[src/rtl/stp_consts.svh]
`ifndef STP_CONSTS_SVH
`define STP_CONSTS_SVH

// Clock rate of the block
`define STP_CLK_MHZ           100
// Calibration time, longest table setting, in nanoseconds
`define STP_CAL_TIME_NS       724000
`define STP_CAL_CYCLES        ((`STP_CAL_TIME_NS * `STP_CLK_MHZ) / 1000)
// Oscillator start-up wait after wake, in cycles
`define STP_XOSC_START_CYC    64
// Output pin select code for the lock detector
`define STP_PIN_SEL_LOCK      6'h0a
// Trim status value meaning out of lock
`define STP_TRIM_UNLOCKED     6'h3f
// Power table reset value
`define STP_PWR_DEFAULT       8'hc6
// Value left in entries lost in sleep
`define STP_PWR_LOST          8'h00
// Automatic tuning policy codes
`define STP_POLICY_MANUAL     2'h0
`define STP_POLICY_ON_START   2'h1
`define STP_POLICY_ON_STOP    2'h2

`endif

[src/rtl/stp_pkg.sv]
package stp_pkg;

  // Synthesizer and power state
  typedef enum logic [1:0] {
    ST_IDLE  = 2'b00,
    ST_CAL   = 2'b01,
    ST_RUN   = 2'b10,
    ST_SLEEP = 2'b11
  } stp_state_e;

  typedef logic [7:0] stp_level_t;
  typedef logic [2:0] stp_index_t;

endpackage

[src/rtl/stp_pwr_tab_if.sv]
`timescale 1ns/10ps
// Power table access between the controller and its memory
interface stp_pwr_tab_if;
  import stp_pkg::*;
  logic       wrEn;
  stp_index_t wrIdx;
  stp_level_t wrData;
  logic       sleepClear;
  stp_index_t rdIdx;
  stp_level_t rdData;
  modport ctrl (output wrEn, wrIdx, wrData, sleepClear, rdIdx, input rdData);
  modport mem  (input wrEn, wrIdx, wrData, sleepClear, rdIdx, output rdData);
endinterface

[src/rtl/stp_pwr_table.sv]
`timescale 1ns/10ps
`include "stp_consts.svh"
// Eight-entry output power table with registered read
module stp_pwr_table
  import stp_pkg::*;
#(
  parameter int DEPTH = 8
) (
  input  wire logic   clock,
  input  wire logic   sys_rst,
  stp_pwr_tab_if.mem  tab
);

  stp_level_t entry_q [DEPTH];
  stp_level_t rdData_q;

  // Entry 0 survives sleep, the rest are dropped
  always_ff @(posedge clock) begin
    for (int i = 0; i < DEPTH; i++) begin
      if (sys_rst) begin
        entry_q[i] <= `STP_PWR_DEFAULT;
      end else if (tab.sleepClear && i != 0) begin
        entry_q[i] <= `STP_PWR_LOST;
      end else if (tab.wrEn && tab.wrIdx == 3'(i)) begin
        entry_q[i] <= tab.wrData;
      end
    end
  end

  always_ff @(posedge clock) begin
    if (sys_rst) begin
      rdData_q <= `STP_PWR_DEFAULT;
    end else begin
      rdData_q <= entry_q[tab.rdIdx];
    end
  end

  assign tab.rdData = rdData_q;

  table_reset_a: assert property (@(posedge clock) $past(sys_rst) |-> entry_q[0] == `STP_PWR_DEFAULT)
    else $error("power table entry 0 not at default after reset");
  entry_keep_a: assert property (@(posedge clock) disable iff (sys_rst)
    tab.sleepClear && !tab.wrEn |=> entry_q[0] == $past(entry_q[0]))
    else $error("entry 0 changed on sleep entry");

endmodule

[src/rtl/stp_synth_ctrl.sv]
`timescale 1ns/10ps
`include "stp_consts.svh"
module stp_synth_ctrl
  import stp_pkg::*;
#(
  parameter int CAL_CYCLES = `STP_CAL_CYCLES,
  parameter int XOSC_CYC   = `STP_XOSC_START_CYC,
  parameter int IF_W       = 5
) (
  input  wire logic             clock,
  input  wire logic             sys_rst,
  input  wire logic [7:0]       baseWordHi,
  input  wire logic [7:0]       baseWordMid,
  input  wire logic [7:0]       baseWordLo,
  input  wire logic [7:0]       carrierSlotNumber,
  input  wire logic [7:0]       spacingMantissa,
  input  wire logic [1:0]       spacingExponent,
  input  wire logic [IF_W-1:0]  intermediateTuningWord,
  input  wire logic [1:0]       autoTunePolicy,
  input  wire logic             calibrateStrobe,
  input  wire logic             powerDownStrobe,
  input  wire logic             synthOnReq,
  input  wire logic             pllLockRaw,
  input  wire logic [5:0]       trimCode,
  input  wire logic [5:0]       outputPinSelect,
  input  wire logic             chipSelectN,
  input  wire logic             serialClk,
  input  wire logic             tableWrEn,
  input  wire logic             tableBurst,
  input  wire logic [2:0]       tableWrIdx,
  input  wire logic [7:0]       tableWrData,
  input  wire logic [2:0]       rampTopIndex,
  input  wire logic             txActive,
  input  wire logic             askMode,
  input  wire logic             ookMode,
  input  wire logic             txBit,
  input  wire logic             shapeTick,
  output logic [26:0]           synthWord,
  output logic [IF_W-1:0]       ifWord,
  output logic                  synthRunning,
  output logic                  calBusy,
  output logic [5:0]            synthTrimStatus,
  output logic                  generalOutputPin,
  output logic                  coreOn,
  output logic                  serialOut,
  output logic                  earlyClkError,
  output logic [7:0]            paLevel,
  output logic                  paEnable
);

  stp_pwr_tab_if tab ();

  stp_pwr_table #(.DEPTH(8)) uTable (
    .clock   (clock),
    .sys_rst (sys_rst),
    .tab     (tab)
  );

  // Pin-side inputs through two flops
  logic [1:0] csSync_q, lockSync_q, sclkSync_q;
  logic       sclkPrev_q;
  always_ff @(posedge clock) begin
    if (sys_rst) begin
      csSync_q   <= 2'b11;
      lockSync_q <= 2'b00;
      sclkSync_q <= 2'b00;
      sclkPrev_q <= 1'b0;
    end else begin
      csSync_q   <= {csSync_q[0], chipSelectN};
      lockSync_q <= {lockSync_q[0], pllLockRaw};
      sclkSync_q <= {sclkSync_q[0], serialClk};
      sclkPrev_q <= sclkSync_q[1];
    end
  end

  wire logic csLow    = !csSync_q[1];
  wire logic locked   = lockSync_q[1];
  wire logic sclkRise = sclkSync_q[1] && !sclkPrev_q;

  // Frequency arithmetic, two fraction bits kept for the exponent of -2
  wire logic [11:0] stepWord    = 12'({1'b1, spacingMantissa}) << spacingExponent;
  wire logic [19:0] slotOffset  = 20'(carrierSlotNumber) * 20'(stepWord);
  wire logic [26:0] carrierWord = 27'({baseWordHi, baseWordMid, baseWordLo, 2'b00}) + 27'(slotOffset);

  stp_state_e state_q, state_d;
  logic [31:0] calCnt_q;
  logic [31:0] xoscCnt_q;
  logic        pdArmed_q, synthRun_q, calBusy_q;
  logic [5:0]  trim_q;
  logic [26:0] synthWord_q;
  logic [IF_W-1:0] ifWord_q;
  logic        coreOn_q, chipRdyN_q, earlyClk_q, pin_q;
  logic [5:0]  trimStat_q;

  wire logic manualPolicy = autoTunePolicy == `STP_POLICY_MANUAL;
  wire logic calDone      = state_q == ST_CAL && calCnt_q == 32'(CAL_CYCLES - 1);
  wire logic sleepGo      = pdArmed_q && !csLow;
  wire logic enterCal     = state_d == ST_CAL && state_q != ST_CAL;
  wire logic enterRun     = state_d == ST_RUN && state_q != ST_RUN;

  // Next state; a calibrate strobe outside idle is ignored, a power-down strobe stays armed until sleep is entered from idle
  always_comb begin
    state_d = state_q;
    unique case (state_q)
      ST_IDLE: begin
        if (sleepGo) begin
          state_d = ST_SLEEP;
        end else if (synthOnReq) begin
          state_d = (autoTunePolicy == `STP_POLICY_ON_START) ? ST_CAL : ST_RUN;
        end else if (calibrateStrobe && manualPolicy) begin
          state_d = ST_CAL;
        end
      end
      ST_CAL: begin
        if (calDone) begin
          state_d = synthOnReq ? ST_RUN : ST_IDLE;
        end
      end
      ST_RUN: begin
        if (!synthOnReq) begin
          state_d = (autoTunePolicy == `STP_POLICY_ON_STOP) ? ST_CAL : ST_IDLE;
        end
      end
      ST_SLEEP: begin
        if (csLow) begin
          state_d = ST_IDLE;
        end
      end
    endcase
  end

  // Status flops follow the next state, so they always match the state register
  always_ff @(posedge clock) begin
    if (sys_rst) begin
      state_q    <= ST_IDLE;
      synthRun_q <= 1'b0;
      calBusy_q  <= 1'b0;
    end else begin
      state_q    <= state_d;
      synthRun_q <= state_d == ST_RUN;
      calBusy_q  <= state_d == ST_CAL;
    end
  end

  // Calibration timer
  always_ff @(posedge clock) begin
    if (sys_rst || state_q != ST_CAL) begin
      calCnt_q <= 32'h0000_0000;
    end else begin
      calCnt_q <= calCnt_q + 32'h0000_0001;
    end
  end

  // Words are only applied at a start, so idle edits cannot disturb a running loop
  always_ff @(posedge clock) begin
    if (sys_rst) begin
      synthWord_q <= 27'h000_0000;
      ifWord_q    <= '0;
    end else if (enterCal || enterRun) begin
      synthWord_q <= carrierWord;
      ifWord_q    <= intermediateTuningWord;
    end
  end

  // Trim result, untouched in sleep so it is valid after wake
  always_ff @(posedge clock) begin
    if (sys_rst) begin
      trim_q <= `STP_TRIM_UNLOCKED;
    end else if (calDone) begin
      trim_q <= (locked && trimCode != `STP_TRIM_UNLOCKED) ? trimCode : `STP_TRIM_UNLOCKED;
    end
  end

  // Status and lock pin; a rising pin edge marks lock
  always_ff @(posedge clock) begin
    if (sys_rst) begin
      trimStat_q <= `STP_TRIM_UNLOCKED;
      pin_q      <= 1'b0;
    end else begin
      trimStat_q <= locked ? trim_q : `STP_TRIM_UNLOCKED;
      pin_q      <= (outputPinSelect == `STP_PIN_SEL_LOCK) && locked;
    end
  end

  // Power-down arm, core supply and oscillator start
  always_ff @(posedge clock) begin
    if (sys_rst) begin
      pdArmed_q <= 1'b0;
      coreOn_q  <= 1'b1;
    end else begin
      if (powerDownStrobe) begin
        pdArmed_q <= 1'b1;
      end else if (state_d == ST_SLEEP) begin
        pdArmed_q <= 1'b0;
      end
      coreOn_q <= state_d != ST_SLEEP;
    end
  end

  // Serial output held high until the oscillator settles
  always_ff @(posedge clock) begin
    if (sys_rst || !coreOn_q) begin
      xoscCnt_q  <= 32'h0000_0000;
      chipRdyN_q <= 1'b1;
    end else if (xoscCnt_q == 32'(XOSC_CYC - 1)) begin
      chipRdyN_q <= 1'b0;
    end else begin
      xoscCnt_q <= xoscCnt_q + 32'h0000_0001;
    end
  end

  // Sticky flag: serial clock rose before the device was ready
  always_ff @(posedge clock) begin
    if (sys_rst) begin
      earlyClk_q <= 1'b0;
    end else if (csLow && sclkRise && chipRdyN_q) begin
      earlyClk_q <= 1'b1;
    end
  end

  // Table writes; entries above 0 only in burst access
  assign tab.wrEn       = tableWrEn && (tableWrIdx == 3'h0 || tableBurst);
  assign tab.wrIdx      = tableWrIdx;
  assign tab.wrData     = tableWrData;
  assign tab.sleepClear = state_q != ST_SLEEP && state_d == ST_SLEEP;

  // Power index target per modulation
  logic [2:0] pwrIdx_q;
  logic       paEn_q;
  wire logic [2:0] rampTarget = !txActive ? 3'h0 :
                                askMode   ? (txBit ? rampTopIndex : 3'h0) :
                                rampTopIndex;
  wire logic [2:0] ookIdx     = txActive ? {2'b00, txBit} : 3'h0;
  wire logic [2:0] stepIdx    = (pwrIdx_q < rampTarget) ? pwrIdx_q + 3'h1 :
                                (pwrIdx_q > rampTarget) ? pwrIdx_q - 3'h1 : pwrIdx_q;

  // Ramp one entry per shaping tick, saturating at top and zero
  always_ff @(posedge clock) begin
    if (sys_rst) begin
      pwrIdx_q <= 3'h0;
    end else if (ookMode) begin
      pwrIdx_q <= ookIdx;
    end else if (rampTopIndex == 3'h0) begin
      pwrIdx_q <= 3'h0;
    end else if (shapeTick) begin
      pwrIdx_q <= stepIdx;
    end
  end

  assign tab.rdIdx = pwrIdx_q;

  // Amplifier stays on through ramp-down
  always_ff @(posedge clock) begin
    if (sys_rst) begin
      paEn_q <= 1'b0;
    end else begin
      paEn_q <= txActive || pwrIdx_q != 3'h0;
    end
  end

  assign synthWord        = synthWord_q;
  assign ifWord           = ifWord_q;
  assign synthRunning     = synthRun_q;
  assign calBusy          = calBusy_q;
  assign synthTrimStatus  = trimStat_q;
  assign generalOutputPin = pin_q;
  assign coreOn           = coreOn_q;
  assign serialOut        = chipRdyN_q;
  assign earlyClkError    = earlyClk_q;
  assign paLevel          = tab.rdData;
  assign paEnable         = paEn_q;

  lock_pin_a: assert property (@(posedge clock) disable iff (sys_rst)
    $rose(generalOutputPin) |-> outputPinSelect == `STP_PIN_SEL_LOCK || $past(outputPinSelect) == `STP_PIN_SEL_LOCK)
    else $error("lock pin rose without lock select");
  trim_unlock_a: assert property (@(posedge clock) disable iff (sys_rst)
    !lockSync_q[1] |=> synthTrimStatus == `STP_TRIM_UNLOCKED)
    else $error("trim status not 0x3f while unlocked");
  manual_cal_a: assert property (@(posedge clock) disable iff (sys_rst)
    state_q == ST_IDLE && calibrateStrobe && manualPolicy && !synthOnReq && !sleepGo |=> calBusy)
    else $error("calibrate strobe in idle did not start calibration");
  auto_start_a: assert property (@(posedge clock) disable iff (sys_rst)
    state_q == ST_IDLE && synthOnReq && !sleepGo && autoTunePolicy == `STP_POLICY_ON_START |=> calBusy)
    else $error("synth start did not calibrate");
  cal_length_a: assert property (@(posedge clock) disable iff (sys_rst)
    $rose(calBusy) |-> calBusy [*8])
    else $error("calibration ended too soon");
  base_carrier_word_hold_a: assert property (@(posedge clock) disable iff (sys_rst)
    state_q == ST_RUN && $past(state_q) == ST_RUN |-> $stable(synthWord))
    else $error("synth word changed while running");
  sleep_core_a: assert property (@(posedge clock) disable iff (sys_rst)
    state_q == ST_IDLE && sleepGo |=> !coreOn ##0 state_q == ST_SLEEP)
    else $error("core not powered down on sleep");
  no_ramp_a: assert property (@(posedge clock) disable iff (sys_rst)
    rampTopIndex == 3'h0 && !ookMode |=> pwrIdx_q == 3'h0)
    else $error("index moved with top index zero");
  ook_idx_a: assert property (@(posedge clock) disable iff (sys_rst)
    ookMode && txActive |=> pwrIdx_q == {2'b00, $past(txBit)})
    else $error("on-off keying index wrong");

endmodule

[config.mk]
export PLATFORM = sky130hd
export DESIGN_NAME = stp_synth_ctrl
export DESIGN_NICKNAME = d
export VERILOG_FILES = /design/src/rtl/stp_pkg.sv /design/src/rtl/stp_pwr_tab_if.sv /design/src/rtl/stp_pwr_table.sv /design/src/rtl/stp_synth_ctrl.sv
export VERILOG_INCLUDE_DIRS = /design/src /design/src/rtl
export SDC_FILE = /design/constraint.sdc
export NUM_CORES = 1
export LEC_CHECK = 0
export BUFFER_PORTS_ARGS = -buffer_cell sky130_fd_sc_hd__buf_2
export CORE_MARGIN = 4
export CORE_UTILIZATION = 35
export DETAILED_ROUTE_END_ITERATION = 16
export MAX_ROUTING_LAYER = met4
export PLACE_DENSITY_LB_ADDON = 0.3
export REMOVE_ABC_BUFFERS = 1
export SLEW_MARGIN = 20
export SYNTH_ARGS = -nofsm -noshare
export SYNTH_HDL_FRONTEND = slang
export SYNTH_SLANG_ARGS = --single-unit
[constraint.sdc]
create_clock -name clock -period 9 [get_ports clock]
set_clock_uncertainty 0.15 [all_clocks]
set_input_delay 1.8 -clock clock [delete_from_list [all_inputs] [get_ports clock]]
set_output_delay 1.8 -clock clock [all_outputs]
set_load 0.05 [all_outputs]
; Word-level counts from Yosys, hierarchy flattened
; Memories as Yosys holds them, arrays and structs flattened. A register that Yosys moved wholly into a read port is not among the register bits.
; Index checks and enable logic that the tools add are counted.
[word_totals]
ff_bits = 128
ramBits = 64
inputBits = 90
out_inout_bits = 53
word_cells = 180
mem_count = 1
[memory_table]
columns = name, depth, word_bits, read_ports, rd_clocked_by_memory_dff, wr, line
row1 = uTable.entry_q, 8, 8, 1, 1, 8, stp_pwr_table.sv:14  ; stp_level_t entry_q [DEPTH];
[classes]
add_sub_neg = 5
mul = 1
magnitude_cmp = 2
eq_ne = 23
shift = 1
muxes = 73
bitwise = 16
reduce_logical = 38
[ops]
columns = cell, n
row1 = $mux 8, 15
row2 = $add 32x1->32 const B, 2
row3 = $mux 1, 40
row4 = $eq 32x17->1 const B, 1
row5 = $eq 32x6->1 const B, 1
row6 = $add 26x20->27, 1
row7 = $mux 3, 8
row8 = $logic_and 1x1->1, 20
row9 = $mul 8x12->20, 1
row10 = $mux 2, 8
row11 = $or 1x1->1, 15
row12 = $eq 3x3->1 const B, 4
row13 = $shl 9x2->12, 1
row14 = $eq 2x2->1 const B, 5
row15 = $pmux 2 s4, 1
row16 = $eq 2x1->1 const B, 3
row17 = $eq 3x2->1 const B, 2
row18 = $eq 6x4->1 const B, 1
row19 = $logic_not 3->1, 2
row20 = $mux 6, 1
row21 = $ne 2x2->1 const B, 3
row22 = $ne 6x6->1 const B, 1
row23 = $reduce_bool 3->1, 2
row24 = $logic_or 1x1->1, 5
row25 = 13 further kinds, 16

; Longest topological paths before layout
[depth]
ltp_word = 13
depth_mapped = 22
depth_no_buf = 21

; Modules after synthesis
; Synthesis repeated with hierarchy kept, for this count alone.
[hier_totals]
hier_cells = 1301
area_unflattened_um2 = 12434.4
[modules_own_cells]
columns = mod, n_inst, cells_each, area_per_inst_um2, seq_area_each_um2
row1 = stp_synth_ctrl, 1, 1071, 9151.3, 2562.5
row2 = stp_pwr_table, 1, 230, 3283.1, 2082.0

; Least setup slack after synthesis
; Ideal clock, no wire load.
[synth_timing]
kind = input to register
start = in spacingExponent[1]
end = reg synthWord_q[26] (netlist: synthWord[26])
setup_ps = 128
arrival_time_ps = 6878
required_time_ps = 8722
slack_ps = 1844
cell_stages = 20
n_path_buf = 2
path_cell_list = clkbuf_1 clkbuf_1 nor2_1 a21oi_1 and2_1 fa_1 fa_1 inv_1 fa_1 fa_1 inv_1 ha_1 and2_1 a221o_1 o31ai_1 a21oi_1 a211oi_1 and3b_1 mux2i_1 nor2_1
[synth_via]
elab_chain_cells = 3
[synth_lines]
columns = element, line
row1 = "start, declared", stp_synth_ctrl.sv:17  ; input wire logic [1:0] spacingExponent,
row2 = $shl 9x2->12, stp_synth_ctrl.sv:81  ; wire logic [11:0] stepWord = 12'({1'b1, spacingMantissa}) << spacingExponent;
row3 = $mul 8x12->20, stp_synth_ctrl.sv:82  ; wire logic [19:0] slotOffset = 20'(carrierSlotNumber) * 20'(stepWord);
row4 = $add 26x20->27, stp_synth_ctrl.sv:83  ; wire logic [26:0] carrierWord = 27'({baseWordHi, baseWordMid, baseWordLo, 2'b00}) + 27'(slotOffset);
row5 = "end signal, assigned", stp_synth_ctrl.sv:160  ; synthWord_q <= carrierWord;
row6 = "end, declared", stp_synth_ctrl.sv:90  ; logic [26:0] synthWord_q;
; No other way between the ends.
; A chain may end at the register's enable or synchronous reset.

; Final worst setup path
[layout_timing]
start = in spacingExponent[0]
end = reg synthWord_q[26] (netlist: synthWord[26])
; Same word-level chain as after synthesis.

==> results.json <==
{
  "area_growth_syn_to_layout_pct": 13.7,
  "drive_above_1_share_pct": 14.7,
  "wire_per_inst_um": 14.7,
  "pwr-share-comb_pct": 46.7,
  "cp_max_fo": 21,
  "antenna_found_initial": 7,
  "switching_share_pct": 40.3,
  "cp_cell_sequence": "buf_2 -> mux2i_1 -> a21oi_1 -> nand2_1 -> fa_1 -> inv_1 -> fa_1 -> ha_1 -> inv_1 -> fa_1 -> inv_1 -> ha_1 -> fa_1 -> a211oi_1 -> nor2_1 -> o31ai_1 -> a21oi_1 -> a211oi_1 -> and3b_1 -> mux2i_1 -> nor2_1",
  "synth_flop_cell": "dfxtp_1",
  "internal_power_mw": 1.99,
  "p_sw_mw": 1.34,
  "clock_sinks": 200,
  "fp.dieW_um": 195,
  "viasPerCell": 4.82,
  "root_buffer": "clkbuf_16",
  "cts_setup_buffers": 0,
  "cp_common_cell": "fa_1",
  "drv_cap": 0,
  "crit_family": "adder cells",
  "num-fill-cells": 3493,
  "grt_pass1_wl_um": 45600,
  "synth.avg_cell_area_um2": 9.63,
  "port-buffer-count": 142,
  "peakVddDrop_mv": 0.194,
  "synthArstFlopShare_pct": 0,
  "detail-route-antenna-nets": 0,
  "htreeDepth": 4,
  "p_per_area_nw_per_um2": 240,
  "io_pins": 143,
  "hpwl_um": 21000,
  "critPathLaunchType": "primary input",
  "routed_wl_um": 27400,
  "path_buf_inv": 4,
  "finalSetupViolCount": 0,
  "die_area_um2": 38000,
  "placed_area_um2": 13400,
  "p_leak_nw": 5.88,
  "synth.area.top_cells": "dfxtp_1 (22%), edfxtp_1 (16%), fa_1 (13%)",
  "drc": 0,
  "total_power_mw": 3.33,
  "clock_latency_ns": 0.44,
  "min_period_over_period_pct": 83.4,
  "drtIter0Drc": 410,
  "synth-seq-cells": 200,
  "grt_pass1_vias": 9032,
  "clk_pin_slew_worst_paths_ns": 0.07,
  "outcome": "complete, no violations",
  "start_util_pct": 35.4,
  "cp.arrival_ns": 7.67,
  "min_period_ns": 7.51,
  "fin_setup_tns_ns": 0,
  "netlist_area_um2": 12200,
  "vias": 8993,
  "cts_resized": 0,
  "worst_hold_slack_ns": 0.271,
  "crit_slowest_cell": "a21oi_1",
  "cts_buffer_depth": 2,
  "grt_setup_unrepaired": "false",
  "hold_viol": 0,
  "grt_max_degree": 41,
  "die_h_um": 195,
  "pwr-share-seq_pct": 31.7,
  "grtUsageTotal_pct": 15.0,
  "cts_inserted_buffers": 17,
  "ys.warnings.count": 0,
  "yosysTopAreaCell": "dfxtp_1",
  "dr.pass1.iters": 5,
  "core_um2": 34500,
  "synthCells": 1270,
  "power.share.clock_pct": 21.5,
  "cp-end-kind": "flop",
  "gp_congestion": 0.825,
  "fmax_mhz": 133,
  "worst_pin_slew_ns": 1.05,
  "setup.worst_path.class": "in -> reg",
  "postLayoutCellArea_um2": 13900,
  "yosys-top-cells-count": "nor2_1 (159), dfxtp_1 (136), inv_1 (134)",
  "yosysSeqAreaShare_pct": 38.0,
  "ctsHoldBuffers": 0,
  "cp_slowest_stage_delay_ns": 0.55,
  "ys_types": 56,
  "finalNetCount": 1606,
  "drv_slew": 0,
  "cts_tree": "built",
  "synth_most_common_cell": "nor2_1",
  "min_path_type": "reg -> reg",
  "slew_headroom_pct": 30.1,
  "synth_edf_count": 64,
  "fp-row-count": 68,
  "synth_top_cell_area_share_pct": 22.3,
  "grt_overflow": 0,
  "required_ns": 9.17
}
[sequential cells by signal (all words and copies together) (netlist names), 2 cells and up]
name / count
xoscCnt_q: 32
calCnt_q: 32
sclkSync_q: 2
csSync_q: 2
uTable.entry_q: 64
synthWord: 27
lockSync_q: 2
uTable.tab.rdData: 8
synthTrimStatus: 6
trim_q: 6
state_q: 2
ifWord: 5
pwrIdx_q: 3
[routing by layer]
| layer | GRT usage (%) | share of wire, % | vias up |
|---|---|---|---|
| met5 | - | 0 | - |
| met4 | 4.45 | 1.6 | 0 |
| met3 | 3.35 | 5.3 | 26 |
| met2 | 23.2 | 48 | 192 |
| met1 | 19.9 | 45 | 4285 |
| li1 | - | - | 4490 |
[worst paths after layout]
kind / depth (start not counted) / slack [ns] / from / end
min: 1 / 0.27 / csSync_q[0] / csSync_q[1]
min reg2reg: 1 / 0.27 / csSync_q[0] / csSync_q[1]
max: 21 / 1.49 / spacingExponent[0] / synthWord[26]
max reg2reg: 9 / 5.56 / calCnt_q[0] / synthWord[0]
[kinds of logic after synthesis]
kind of cell	share of synthesized area, %
xor gates and xnor gates	5.44
DFF	38.0
AOI/OAI and AO/OA	6.01
adders and majority gates	17.6
muxes	6.69
buffers and inverters	5.79
and+or+nand+nor	20.5
[through the flow]
step	worst slack, ns	utilization, %	cells
6_report	1.49	40.3	1866
5_1_grt	1.12	40.3	1866
4_1_cts	1.52	40.2	1859
3_5_place_dp	1.08	38.7	1827
3_3_place_gp	1.24	38.7	1827
2_1_floorplan	2.29	-	1225
[cell usage in the layout (no fill, tap or decap), drive strengths merged, types with 7 or more instances in the layout]
cell / n
a211oi: 8
a21o: 9
a21oi: 61
and2: 54
and3: 31
and4: 8
buf: 147
clkbuf: 21
dfxtp: 136
diode: 7
edfxtp: 64
fa: 78
ha: 47
inv: 138
mux2i: 40
mux4: 18
nand2: 110
nand2b: 15
nand3: 42
nand3b: 7
nand4: 7
nor2: 160
nor2b: 17
nor3: 16
nor4: 12
o21ai: 24
o31ai: 7
or3: 11
xnor2: 38
xor2: 38
[power by group through the flow]
stage | registers, mW | clock network [mW] | logic [mW]
after floorplan | 1.21 | 0 | 1.08
after global placement | 1.08 | 0 | 1.55
after detailed placement | 1.08 | 0 | 1.56
after CTS | 1.06 | 0.746 | 1.57
after global routing | 1.07 | 0.784 | 1.76
final | 1.06 | 0.718 | 1.56
[final cells by class]
class / instances / area (um^2) / area share (%)
inverter: 135 / 507 / 3.64
antenna: 7 / 17.5 / 0.126
multi-input combinational: 890 / 6890 / 49.5
sequential: 200 / 4640 / 33.4
clock buffer: 21 / 440 / 3.17
timing repair buffer: 147 / 748 / 5.38
clock inverter: 11 / 96.3 / 0.692
tap: 455 / 569 / 4.09
No activity file was read; power rests on OpenSTA's default activity.
